<file path="src/verilog/rts_consts.svh">
// constants for the reset and time-out sequencer
// assumes inclusion by bare name from design files
`ifndef RTS_CONSTS_SVH
`define RTS_CONSTS_SVH
// register map (offsets chosen locally)
`define RTS_ADDR_PCS      4'h0
`define RTS_ADDR_CFG      4'h1
`define RTS_ADDR_STAT     4'h2
`define RTS_ADDR_CAUSE    4'h3
// power control/status field positions
`define RTS_PCS_BOR_BIT   0
`define RTS_PCS_POR_BIT   1
// configuration field positions
`define RTS_CFG_OSC_LSB   0
`define RTS_CFG_POWER_UP_TIMER_BIT  2
`define RTS_CFG_BOREN_BIT 3
// status field positions
`define RTS_ST_TO_BIT     0
`define RTS_ST_PD_BIT     1
`define RTS_ST_RST_BIT    2
// configuration reset value: rc mode, delay enabled, brown-out off
`define RTS_CFG_RESET     8'h03
// timing
`define RTS_POWER_UP_TIMER_MS       72
`define RTS_RC_HZ         100000
`define RTS_OST_CYCLES    1024
`define RTS_FILT_CYCLES   4
`define RTS_CLKDIV        4
`endif

</file>
<file path="src/verilog/rts_pkg.sv">
// types for the reset and time-out sequencer
// assumes rts_consts.svh holds the numbers
package rts_pkg;
  typedef enum logic [1:0] {
    RTS_OSC_LP,
    RTS_OSC_XT,
    RTS_OSC_HS,
    RTS_OSC_RC
  } rts_osc_t;

  typedef enum logic [2:0] {
    RTS_CAUSE_NONE,
    RTS_CAUSE_POR,
    RTS_CAUSE_MASTER_CLEAR_N_RUN,
    RTS_CAUSE_MASTER_CLEAR_N_SLEEP,
    RTS_CAUSE_WDT,
    RTS_CAUSE_BOR
  } rts_cause_t;

  typedef struct packed {
    logic [3:0] addr;
    logic [7:0] wdata;
    logic       wr;
    logic       rd;
  } rts_bus_t;
endpackage

</file>
<file path="src/verilog/rts_sequencer.sv">
// reset merge, power-up timer and oscillator start-up timer
// assumes all pins asynchronous to clk_sys; timer clocks sampled
//
// Chosen here: the address-and-strobe port and the register addresses.
`include "rts_consts.svh"
module rts_sequencer #(
  parameter int POWER_UP_TIMER_COUNT = `RTS_POWER_UP_TIMER_MS * (`RTS_RC_HZ / 1000),
  parameter int OST_COUNT  = `RTS_OST_CYCLES,
  parameter int FILT_LEN   = `RTS_FILT_CYCLES
) (
  // clock and reset
  input  wire logic              clk_sys,
  input  wire logic              rst_n,
  // register port
  input  wire rts_pkg::rts_bus_t bus,
  output logic [7:0]             rdata,
  // pins and detectors
  input  wire logic              master_clear_n,
  input  wire logic              supply_rise,
  input  wire logic              brown_out_detect,
  input  wire logic              watchdog_timeout,
  input  wire logic              rc_timer_clk,
  input  wire logic              oscillator_input,
  input  wire logic              sleep_wake,
  input  wire logic              in_sleep,
  // outputs
  output logic                   core_reset,
  output logic                   clock_out_pin,
  output logic                   master_clear_oe,
  output logic                   keep_reg_wipe
);
  localparam int PW = $clog2(POWER_UP_TIMER_COUNT + 1);
  localparam int OW = $clog2(OST_COUNT + 1);
  localparam int FW = $clog2(FILT_LEN + 1);

  // elaboration check: every counter needs at least one step
  if (POWER_UP_TIMER_COUNT < 1 || OST_COUNT < 1 || FILT_LEN < 1)
  begin : g_bad_counts
    $error("rts_sequencer: counts must be positive");
  end

  typedef enum logic [2:0] {
    ST_IDLE,
    ST_BROWN,
    ST_POWER_UP_TIMER,
    ST_OST,
    ST_HOLD
  } rts_state_t;

  // two-stage synchronisers for all asynchronous inputs
  // a third stage only serves edge detection, never a level
  logic [7:0] s1_q, s2_q, s3_q;
  wire  [7:0] raw = {in_sleep, sleep_wake, oscillator_input,
                     rc_timer_clk, watchdog_timeout, brown_out_detect,
                     supply_rise, master_clear_n};
  always_ff @(posedge clk_sys or negedge rst_n)
  begin
    if (!rst_n)
    begin
      s1_q <= 8'h01;
      s2_q <= 8'h01;
      s3_q <= 8'h01;
    end
    else
    begin
      s1_q <= raw;
      s2_q <= s1_q;
      s3_q <= s2_q;
    end
  end
  wire master_clear_n_s   = s2_q[0];
  wire rise_s   = s2_q[1];
  wire bod_s    = s2_q[2];
  wire wdt_s    = s2_q[3];
  wire rcclk_e  = s2_q[4] & ~s3_q[4];
  wire osc_e    = s2_q[5] & ~s3_q[5];
  wire wake_e   = s2_q[6] & ~s3_q[6];
  wire sleep_s  = s2_q[7];
  wire por_e    = rise_s & ~s3_q[1];
  wire wdt_e    = wdt_s & ~s3_q[3];

  // master clear glitch filter: level must persist to be accepted
  // a pulse shorter than the filter length never reaches the sequencer
  logic [FW-1:0] filt_q;
  logic          master_clear_n_f_q;
  wire           filt_diff = master_clear_n_s != master_clear_n_f_q;
  wire           filt_done = filt_q == FW'(FILT_LEN - 1);
  always_ff @(posedge clk_sys or negedge rst_n)
  begin
    if (!rst_n)
    begin
      filt_q   <= '0;
      master_clear_n_f_q <= 1'b1;
    end
    else
    begin
      filt_q   <= (filt_diff && !filt_done) ? filt_q + 1'b1 : '0;
      master_clear_n_f_q <= (filt_diff && filt_done) ? master_clear_n_s : master_clear_n_f_q;
    end
  end
  wire master_clear_n_fall = master_clear_n_f_q && filt_diff && filt_done;

  // configuration and flags
  logic [7:0] cfg_q;
  logic       bor_flag_q, por_flag_q, to_q, pd_q;
  rts_pkg::rts_cause_t cause_q;
  wire [1:0] osc_mode  = cfg_q[`RTS_CFG_OSC_LSB +: 2];
  wire       is_rc     = osc_mode == 2'(rts_pkg::RTS_OSC_RC);
  wire       bor_en    = cfg_q[`RTS_CFG_BOREN_BIT];
  wire       power_up_timer_on   = !cfg_q[`RTS_CFG_POWER_UP_TIMER_BIT] || bor_en;
  wire       bod_act   = bor_en && bod_s;

  // sequencer state
  // counters clear whenever their state is left, so a restart is full
  rts_state_t st_q;
  logic [PW-1:0] pw_q;
  logic [OW-1:0] ow_q;
  logic          ost_req_q;
  wire pw_done = pw_q == PW'(POWER_UP_TIMER_COUNT - 1);
  wire ow_done = ow_q == OW'(OST_COUNT - 1);
  wire wdt_rst = wdt_e && !sleep_s;
  wire master_clear_n_rst = master_clear_n_fall;
  wire any_start = por_e || bod_act || wdt_rst || master_clear_n_rst;
  wire use_ost_por = !is_rc;

  // cause and next state decode
  wire rts_pkg::rts_cause_t cause_d =
    por_e    ? rts_pkg::RTS_CAUSE_POR :
    bod_act  ? rts_pkg::RTS_CAUSE_BOR :
    master_clear_n_rst ? (sleep_s ? rts_pkg::RTS_CAUSE_MASTER_CLEAR_N_SLEEP
                        : rts_pkg::RTS_CAUSE_MASTER_CLEAR_N_RUN) :
    wdt_rst  ? rts_pkg::RTS_CAUSE_WDT : cause_q;
  wire after_pw_ost = ost_req_q;
  rts_state_t st_d;
  always_comb
  begin
    st_d = st_q;
    case (st_q)
      ST_IDLE:
        if (por_e)
          st_d = power_up_timer_on ? ST_POWER_UP_TIMER : (use_ost_por ? ST_OST : ST_HOLD);
        else if (bod_act)
          st_d = ST_BROWN;
        else if (wdt_rst || master_clear_n_rst)
          st_d = ST_HOLD;
        else if (wake_e && sleep_s && !is_rc)
          st_d = ST_OST;
      ST_BROWN:
        if (!bod_act)
          st_d = ST_POWER_UP_TIMER;
      ST_POWER_UP_TIMER:
        if (bod_act)
          st_d = ST_BROWN;
        else if (pw_done && rcclk_e)
          st_d = after_pw_ost ? ST_OST : ST_HOLD;
      ST_OST:
        if (bod_act)
          st_d = ST_BROWN;
        else if (ow_done && osc_e)
          st_d = ST_HOLD;
      ST_HOLD:
        if (bod_act)
          st_d = ST_BROWN;
        else if (master_clear_n_f_q)
          st_d = ST_IDLE;
      default:
        st_d = ST_IDLE;
    endcase
  end

  // timer counters on sampled rc and oscillator edges
  always_ff @(posedge clk_sys or negedge rst_n)
  begin
    if (!rst_n)
    begin
      st_q      <= ST_IDLE;
      pw_q      <= '0;
      ow_q      <= '0;
      ost_req_q <= 1'b0;
    end
    else
    begin
      st_q <= st_d;
      pw_q <= (st_q != ST_POWER_UP_TIMER || st_d != ST_POWER_UP_TIMER) ? '0 :
              (rcclk_e ? pw_q + 1'b1 : pw_q);
      ow_q <= (st_q != ST_OST || st_d != ST_OST) ? '0 :
              (osc_e ? ow_q + 1'b1 : ow_q);
      if (por_e || bod_act)
        ost_req_q <= !is_rc;
    end
  end

  // reset output, clock divider, flags
  logic [1:0] div_q;
  wire  rst_d = (st_d != ST_IDLE) || !master_clear_n_f_q || any_start;
  wire  wr_pcs = bus.wr && bus.addr == `RTS_ADDR_PCS;
  wire  wr_cfg = bus.wr && bus.addr == `RTS_ADDR_CFG;
  always_ff @(posedge clk_sys or negedge rst_n)
  begin
    if (!rst_n)
    begin
      core_reset    <= 1'b1;
      clock_out_pin <= 1'b0;
      div_q         <= 2'h0;
      keep_reg_wipe <= 1'b0;
      cfg_q         <= `RTS_CFG_RESET;
      bor_flag_q    <= 1'b0;
      por_flag_q    <= 1'b0;
      to_q          <= 1'b1;
      pd_q          <= 1'b1;
      cause_q       <= rts_pkg::RTS_CAUSE_NONE;
    end
    else
    begin
      core_reset    <= rst_d;
      div_q         <= osc_e ? div_q + 2'h1 : div_q;
      clock_out_pin <= is_rc && div_q[1];
      keep_reg_wipe <= por_e;
      cause_q       <= cause_d;
      if (wr_cfg)
        cfg_q <= bus.wdata;
      // hardware clears win over software sets
      if (bod_act)
        bor_flag_q <= 1'b0;
      else if (wr_pcs)
        bor_flag_q <= bus.wdata[`RTS_PCS_BOR_BIT];
      if (por_e)
        por_flag_q <= 1'b0;
      else if (wr_pcs)
        por_flag_q <= bus.wdata[`RTS_PCS_POR_BIT];
      if (por_e)
      begin
        to_q <= 1'b1;
        pd_q <= 1'b1;
      end
      else if (wdt_rst)
      begin
        to_q <= 1'b0;
        pd_q <= 1'b1;
      end
      else if (master_clear_n_rst && sleep_s)
      begin
        to_q <= 1'b1;
        pd_q <= 1'b0;
      end
    end
  end

  // read mux, data in cycle after the strobe
  wire [7:0] stat_w = {5'h00, core_reset, pd_q, to_q};
  wire [7:0] rmux =
    bus.addr == `RTS_ADDR_PCS   ? {6'h00, por_flag_q, bor_flag_q} :
    bus.addr == `RTS_ADDR_CFG   ? cfg_q :
    bus.addr == `RTS_ADDR_STAT  ? stat_w :
    bus.addr == `RTS_ADDR_CAUSE ? {5'h00, cause_q} : 8'h00;
  always_ff @(posedge clk_sys or negedge rst_n)
  begin
    if (!rst_n)
    begin
      rdata           <= 8'h00;
      master_clear_oe <= 1'b0;
    end
    else
    begin
      rdata           <= bus.rd ? rmux : 8'h00;
      master_clear_oe <= 1'b0;
    end
  end

  // checks
  a_pin_never_driven: assert property (@(posedge clk_sys) disable iff (!rst_n)
    !master_clear_oe) else $error("master clear driven");
  a_master_clear_n_holds_reset: assert property (@(posedge clk_sys) disable iff (!rst_n)
    !master_clear_n_f_q |=> core_reset) else $error("reset not held");
  a_por_sets_to: assert property (@(posedge clk_sys) disable iff (!rst_n)
    por_e |=> to_q && pd_q) else $error("to/pd not set");
  a_por_clears_flag: assert property (@(posedge clk_sys) disable iff (!rst_n)
    por_e |=> !por_flag_q) else $error("por flag kept");
  a_bor_clears_flag: assert property (@(posedge clk_sys) disable iff (!rst_n)
    bod_act |=> !bor_flag_q) else $error("bor flag kept");
  a_brown_holds: assert property (@(posedge clk_sys) disable iff (!rst_n)
    bod_act |=> ##1 core_reset) else $error("brown-out released");
  a_bor_forces_power_up_timer: assert property (@(posedge clk_sys) disable iff (!rst_n)
    bor_en |-> power_up_timer_on) else $error("power_up_timer not forced");
  a_power_up_timer_resets_cnt: assert property (@(posedge clk_sys) disable iff (!rst_n)
    (st_q == ST_BROWN) |=> pw_q == '0) else $error("power_up_timer not restarted");
  a_rc_no_ost: assert property (@(posedge clk_sys) disable iff (!rst_n)
    (st_q == ST_POWER_UP_TIMER && st_d != ST_POWER_UP_TIMER && !bod_act && !ost_req_q)
    |=> st_q == ST_HOLD) else $error("ost in rc mode");
  a_clkout_rc_only: assert property (@(posedge clk_sys) disable iff (!rst_n)
    !$past(is_rc) |-> !clock_out_pin) else $error("clock out outside rc");
  // sequencing, flag and count checks
  a_timer_hold: assert property (@(posedge clk_sys) disable iff (!rst_n)
    st_q != ST_IDLE |-> core_reset)
    else $error("reset dropped early");
  a_wipe_on_por: assert property (@(posedge clk_sys) disable iff (!rst_n)
    por_e |=> keep_reg_wipe) else $error("no wipe on power-on");
  a_glitch_kept: assert property (@(posedge clk_sys) disable iff (!rst_n)
    !filt_done |=> $stable(master_clear_n_f_q)) else $error("glitch passed");
  a_brown_to_power_up_timer: assert property (@(posedge clk_sys) disable iff (!rst_n)
    st_q == ST_BROWN && !bod_act |=> st_q == ST_POWER_UP_TIMER)
    else $error("no delay after brown-out");
  a_late_release: assert property (@(posedge clk_sys) disable iff (!rst_n)
    st_q == ST_HOLD && master_clear_n_f_q && !bod_act |=> st_q == ST_IDLE)
    else $error("late release delayed");
  a_wdt_flags: assert property (@(posedge clk_sys) disable iff (!rst_n)
    wdt_rst && !por_e |=> !to_q && pd_q)
    else $error("watchdog flags wrong");
  a_sleep_flags: assert property (@(posedge clk_sys) disable iff (!rst_n)
    master_clear_n_rst && sleep_s && !por_e && !wdt_rst |=> to_q && !pd_q)
    else $error("sleep clear flags wrong");
  a_ost_xtal_only: assert property (@(posedge clk_sys) disable iff (!rst_n)
    st_q == ST_OST |-> !is_rc) else $error("start-up count in rc");
  a_cause_por: assert property (@(posedge clk_sys) disable iff (!rst_n)
    por_e |=> cause_q == rts_pkg::RTS_CAUSE_POR)
    else $error("power-on cause lost");
  a_power_up_timer_bound: assert property (@(posedge clk_sys) disable iff (!rst_n)
    st_q == ST_POWER_UP_TIMER |-> pw_q < PW'(POWER_UP_TIMER_COUNT))
    else $error("delay counter overrun");
  a_ost_bound: assert property (@(posedge clk_sys) disable iff (!rst_n)
    st_q == ST_OST |-> ow_q < OW'(OST_COUNT))
    else $error("start-up counter overrun");
  c_wake: cover property (@(posedge clk_sys) disable iff (!rst_n)
    st_q == ST_IDLE ##1 st_q == ST_OST);
  c_por: cover property (@(posedge clk_sys) disable iff (!rst_n)
    st_q == ST_POWER_UP_TIMER ##1 st_q == ST_OST);
  c_brown: cover property (@(posedge clk_sys) disable iff (!rst_n)
    st_q == ST_BROWN ##1 st_q == ST_POWER_UP_TIMER);
  c_release: cover property (@(posedge clk_sys) disable iff (!rst_n)
    core_reset ##1 !core_reset);
endmodule
</file>
<file path="config.mk">
export PLATFORM = sky130hd
export DESIGN_NAME = rts_sequencer
export DESIGN_NICKNAME = d
export VERILOG_FILES = /design/src/verilog/rts_pkg.sv /design/src/verilog/rts_sequencer.sv
export VERILOG_INCLUDE_DIRS = /design/src /design/src/verilog
export SDC_FILE = /design/constraint.sdc
export NUM_CORES = 1
export LEC_CHECK = 0
export BUFFER_PORTS_ARGS = -buffer_cell sky130_fd_sc_hd__buf_2
export CAP_MARGIN = 20
export CORE_ASPECT_RATIO = 0.6
export CORE_MARGIN = 10
export CORE_UTILIZATION = 47
export DETAILED_ROUTE_END_ITERATION = 16
export GPL_TIMING_DRIVEN = 1
export PLACE_DENSITY = 0.72
export SKIP_CTS_REPAIR_TIMING = 1
export SLEW_MARGIN = 25
export SYNTH_ARGS = -nofsm -noshare
export SYNTH_HDL_FRONTEND = slang
export SYNTH_SLANG_ARGS = --single-unit
</file>
<file path="constraint.sdc">
create_clock -name clk_sys -period 2.4 [get_ports clk_sys]
set_input_delay 0.12 -clock clk_sys [delete_from_list [all_inputs] [get_ports clk_sys]]
set_output_delay 0.12 -clock clk_sys [all_outputs]
set_load 0.01 [all_outputs]
</file>
[Word level (Yosys, flattened, before mapping)]
Index checks and enable logic that the tools add are counted.
Word-level totals
  bits in registers: 83
  bits of input ports: 24
  output and inout port bits: 12
  word-level logic and storage cells: 127
Operators by class
  add/sub/neg operators: 4
  equality and inequality tests: 16
  multiplexer cells: 40
  bitwise logic cells: 10
  reductions and logical operators: 37
Operator list (number)
  $mux 3: 21
  $mux 13: 2
  $mux 8: 3
  $mux 11: 2
  $pmux 3 s5: 1
  $logic_and 1x1->1: 14
  $add 13x1->13 const B: 1
  $eq 13x13->1 const B: 1
  $ne 3x2->1 const B: 4
  $add 11x1->11 const B: 1
  $eq 11x10->1 const B: 1
  $mux 1: 11
  $eq 3x2->1 const B: 3
  $logic_or 1x1->1: 9
  $eq 4x2->1 const B: 2
  $reduce_bool 2->1: 4
  $reduce_bool 3->1: 2
  $and 1x1->1: 5
  $logic_not 1->1: 5
  $not 1->1: 5
  $eq 4x1->1 const B: 1
  $logic_not 4->1: 1
  $reduce_bool 4->1: 1
  $add 3x1->3 const B: 1
  6 further kinds: 6

[Logic depth before layout (Yosys ltp)]
  depth after elaboration: 12
  mapped depth: 7
  depth with buffers taken out: 7

[Least setup slack after synthesis]
Ideal clock, no wire load.
  path kind: flip-flop to flip-flop
  from: register pw_q[6]
  to: register pw_q[0]
  setup time: 0.138 ns
  data arrival time: 1.785 ns
  data required time: 2.262 ns
  setup slack: 0.477 ns
  cell stages (with the launch flop): 6
  path buffers: 0
  clock period less this slack: 1.923 ns
  cells stage by stage: dfrtp_1 -> or4b_4 -> nor4_4 -> nand3b_2 -> a211oi_4 -> nor3_1
Between the ends
  word-level cells in the longest chain between the ends: 8
  elaborated cells on any way between the ends: 9
  those cells by class: 2 x eq/ne; 4 x mux; 3 x reduce/logical
Ends and longest elaborated chain
  start: declaration: RTL line rts_sequencer.sv:116  | logic [PW-1:0] pw_q;
  start signal: assignment: RTL line rts_sequencer.sv:184  | pw_q <= (st_q != ST_POWER_UP_TIMER || st_d != ST_POWER_UP_TIMER) ? '0 :
  $eq 13x13->1 *: RTL line rts_sequencer.sv:119  | wire pw_done = pw_q == PW'(POWER_UP_TIMER_COUNT - 1);
  $logic_and 1x1->1 *: RTL line rts_sequencer.sv:154  | else if (pw_done && rcclk_e)
  $mux 3 *: RTL line rts_sequencer.sv:154
  $mux 3 *: RTL line rts_sequencer.sv:152  | if (bod_act)
  $pmux 3 s5 *: RTL line rts_sequencer.sv:138  | case (st_q)
  $ne 3x2->1 *: RTL line rts_sequencer.sv:184
  $logic_or 1x1->1 *: RTL line rts_sequencer.sv:184
  $mux 13 / $reduce_bool 2->1 (equally long branches)
Every way passes the cells marked *; elsewhere a longest branch is shown, timed or not.
A chain may end at the register's enable or synchronous reset.

[Worst setup path in the final report]
  from: register pw_q[6]
  to: register pw_q[12]
Between the ends
  word-level cells in the longest chain between the ends: 8
  elaborated cells on any way between the ends: 11
  those cells by class: 1 x add/sub; 2 x eq/ne; 5 x mux; 3 x reduce/logical
Ends and longest elaborated chain (RTL line)
  $eq 13x13->1: rts_sequencer.sv:119
  $logic_and 1x1->1: rts_sequencer.sv:154
  $mux 3: rts_sequencer.sv:154
  $mux 3: rts_sequencer.sv:152
  $pmux 3 s5: rts_sequencer.sv:138
  $ne 3x2->1: rts_sequencer.sv:184
  $logic_or 1x1->1: rts_sequencer.sv:184
  $mux 13 / $reduce_bool 2->1 (equally long branches)
Several ways; a longest one is shown, not always the timed one. The select of a mux whose other input is x is not followed.

==> metrics <==
critical setup path kind=flip-flop to flip-flop; length in cells of the worst reg-to-reg path=5; proportion of synthesized area in mux cells=0.0382; Port Buf Inserts=34; via/cell ratio=5.29; Wirelength per Cell=15.3 um; Main synth FF type=sky130_fd_sc_hd__dfrtp_1; number of clock sinks seen by CTS=81; reg-to-reg setup timing slack=0.35 ns; combinational family with the most area after synthesis=simple AND/OR/NAND/NOR gates; run status=complete, no violations; DRC viols=0; total of fill cells in the finished design=583; WHS Endpoint=cfg_q[6]$_DFFE_PN0P_; Layout Nets=373; proportion of layout cells with a drive suffix above 1=0.212; TritonCTS buffer count=9; power density cells=864 nW/um2; RSZ-0062 raised after global routing=false; maximum clock path buffer count=2; number of antenna-violating nets in the routed design=0; critical hold path startpoint=bus[8]; adder-cell share of the synthesized area=0.0183; Std-Cell Rows=23; global-route wire length before repair=11400 um; count of vias placed by the detailed router=2305; critical path's slowest cell=sky130_fd_sc_hd__or4b_4; worst-case vdd ir drop=0.446 mV; die span in y=86.0 um; Crit path max-delay family=simple AND/OR/NAND/NOR gates; reg2reg end=pw_q[12]$_DFFE_PN0P_; Reg-to-Reg Start=pw_q[6]$_DFFE_PN0P_; average footprint of a synthesized cell=11.6 um2; H-tree lvl count=3; post-synthesis instance area=3410 um2; Max transition margin=0.530; CP endpoint kind=flip-flop; Max Fanout on Critical Path=9; vias in the first global route=2303; sequence of cells on the critical path=or4b_4 -> nor4_4 -> nand3b_2 -> a211oi_4 -> nor3_1; final period demand of the worst path=2.05 ns; Max-cap violations=0; post-synthesis xor/xnor area fraction=0.0591; final cycle utilization of the critical path=0.856; Top-Level Pins=36; aggregate global-route resource usage=0.129; die span in x=130 um; number of antenna cells inserted=0; Post-Synthesis Cells=295; Hold Fails Final Rpt=0; drt first pass iters=4; setup clock skew after layout=0.00893 ns; post-synthesis compound-gate area fraction=0.0606; Core Box Area=6850 um2; Data arrival, critical path=2.26 ns; buffering stage count on the worst path with inverters included=0; initial antenna violation count=0; unique cell type count in the Yosys netlist=49; worst hold stages=2; detailed placement HPWL=4650 um; flops & latches, synth=81; WL final=6670 um; leakage power total=1.83 nW; min-delay worst type=input pin to flip-flop; clock tree from TritonCTS=built; violation count after the first detailed-route iteration=229; grt total ovfl=0; Synth Net Count=324; global placement routability congestion=0.812; sequential element share of the synthesized area=0.597; number of enable flip-flop cells after synthesis=0; kind of start point of the critical path=flip-flop; starting density of the core=0.498; clock slew seen by the registers of the worst setup and hold paths=0.06 ns; required arrival time at the worst endpoint=2.61 ns; Max Clk Rate=487 MHz; clk root buf=sky130_fd_sc_hd__clkbuf_16; pin count of the biggest net entering global routing=82; TNS Setup=0 ns; clk_lat worst skew=0.34 ns; asr flop ratio synth=1.00; Slew Viols, Final=0; die footprint=11200 um2; highest cell delay on the worst timing path=0.56 ns; Finish-stage setup viols=0; synthesis-to-finish area growth=18.8%; Yosys warning count=0; simple-gate share of the synthesized area=0.208; Tightest Pin Transition=0.706 ns; post-layout total power=3.50 mW
registers in the layout, indices dropped and copies added, names as in the netlist, 2 cells and up:
register / flops
cause_q: 3
cfg_q: 8
div_q: 2
filt_q: 3
ow_q: 11
pw_q: 13
rdata: 8
s1_q: 8
s2_q: 8
s3_q: 5
st_q: 3
Yosys cell counts (5+ instances only):
library cell / instances / share of area
sky130_fd_sc_hd__xnor2_1: 12 / 0.031
sky130_fd_sc_hd__dfstp_2: 8 / 0.062
sky130_fd_sc_hd__nor2_1: 28 / 0.031
sky130_fd_sc_hd__a21oi_1: 10 / 0.015
sky130_fd_sc_hd__dfrtp_1: 73 / 0.54
sky130_fd_sc_hd__nor3_1: 12 / 0.018
sky130_fd_sc_hd__and3_1: 7 / 0.013
sky130_fd_sc_hd__o21ai_0: 7 / 0.010
sky130_fd_sc_hd__inv_1: 8 / 0.0088
sky130_fd_sc_hd__nand3_1: 10 / 0.015
sky130_fd_sc_hd__ha_1: 5 / 0.018
sky130_fd_sc_hd__xor2_1: 11 / 0.028
sky130_fd_sc_hd__mux2_2: 8 / 0.026
sky130_fd_sc_hd__and2_1: 6 / 0.011
sky130_fd_sc_hd__nand2_1: 26 / 0.029
cells by family (layout without fill, tap and decap cells):
logic type / count (synthesis) / after routing
AO/OA/AOI/OAI: 31 / 31
XOR/XNOR: 23 / 23
AND/OR/NAND/NOR: 128 / 128
adder cells (fa/ha/maj): 5 / 5
buffers and inverters: 14 / 68
flip-flops: 81 / 81
multiplexers: 12 / 12
other: 1 / 1
worst max-delay path by stage:
stage                            to                start  depth (start not counted)
2_1_floorplan   pw_q[0]$_DFFE_PN0P_  pw_q[6]$_DFFE_PN0P_                          5
3_3_place_gp    pw_q[0]$_DFFE_PN0P_  pw_q[6]$_DFFE_PN0P_                          5
3_5_place_dp   pw_q[12]$_DFFE_PN0P_  pw_q[6]$_DFFE_PN0P_                          5
4_1_cts        pw_q[12]$_DFFE_PN0P_  pw_q[6]$_DFFE_PN0P_                          5
5_1_grt         pw_q[3]$_DFFE_PN0P_  pw_q[6]$_DFFE_PN0P_                          5
6_report       pw_q[12]$_DFFE_PN0P_  pw_q[6]$_DFFE_PN0P_                          5
power breakdown:
| part | internal (mW) | switching [mW] |
|---|---|---|
| registers | 1.53 | 0.124 |
| clock network | 0.714 | 0.557 |
| logic | 0.235 | 0.336 |
cells in the final DEF, fill, tap and decap left out, types with 8 or more instances in the layout:
master and instances:
sky130_fd_sc_hd__dfstp_2 8, sky130_fd_sc_hd__xor2_1 11, sky130_fd_sc_hd__dfrtp_1 73, sky130_fd_sc_hd__mux2_2 8, sky130_fd_sc_hd__nor2_1 28, sky130_fd_sc_hd__dlygate4sd3_1 10, sky130_fd_sc_hd__nor3_1 12, sky130_fd_sc_hd__xnor2_1 12
sky130_fd_sc_hd__nand2_1 26, sky130_fd_sc_hd__a21oi_1 10, sky130_fd_sc_hd__buf_2 33, sky130_fd_sc_hd__nand3_1 10, sky130_fd_sc_hd__clkbuf_16 9, sky130_fd_sc_hd__inv_1 8
routing by layer:
metal  up-vias  part of all wire  global-route usage  wire (um)
met3        10             0.092              0.0559        613
met1      1103              0.52               0.180       3460
met4         0            0.0098              0.0498         65
li1       1124                 -                   -          -
met5         -                 0                   0          0
met2        68              0.38               0.170       2520
final cells by class:
| type | count | area (um2) | area share |
|---|---|---|---|
| Sequential cell | 81 | 2040 | 0.503 |
| Multi-Input combinational cell | 200 | 1320 | 0.325 |
| Timing Repair Buffer | 44 | 277 | 0.0683 |
| Clock buffer | 10 | 229 | 0.0565 |
| Tap cell | 87 | 109 | 0.0269 |
| Clock inverter | 6 | 53.8 | 0.0133 |
| Inverter | 8 | 30.0 | 0.00741 |
per-stage QoR:
stage	instance area [um2]	util	setup slack [ns]	hold slack, ns	std cells
floorplan	3410	-	0.477	-0.176	295
global placement	3660	0.535	0.377	0.226	410
detailed placement	3660	0.535	0.311	0.227	410
CTS	3950	0.576	0.317	-0.136	426
global route	4050	0.591	0.209	0.0172	436
finish	4050	0.591	0.345	0.0196	436
Power figures use the tool's default switching activity.
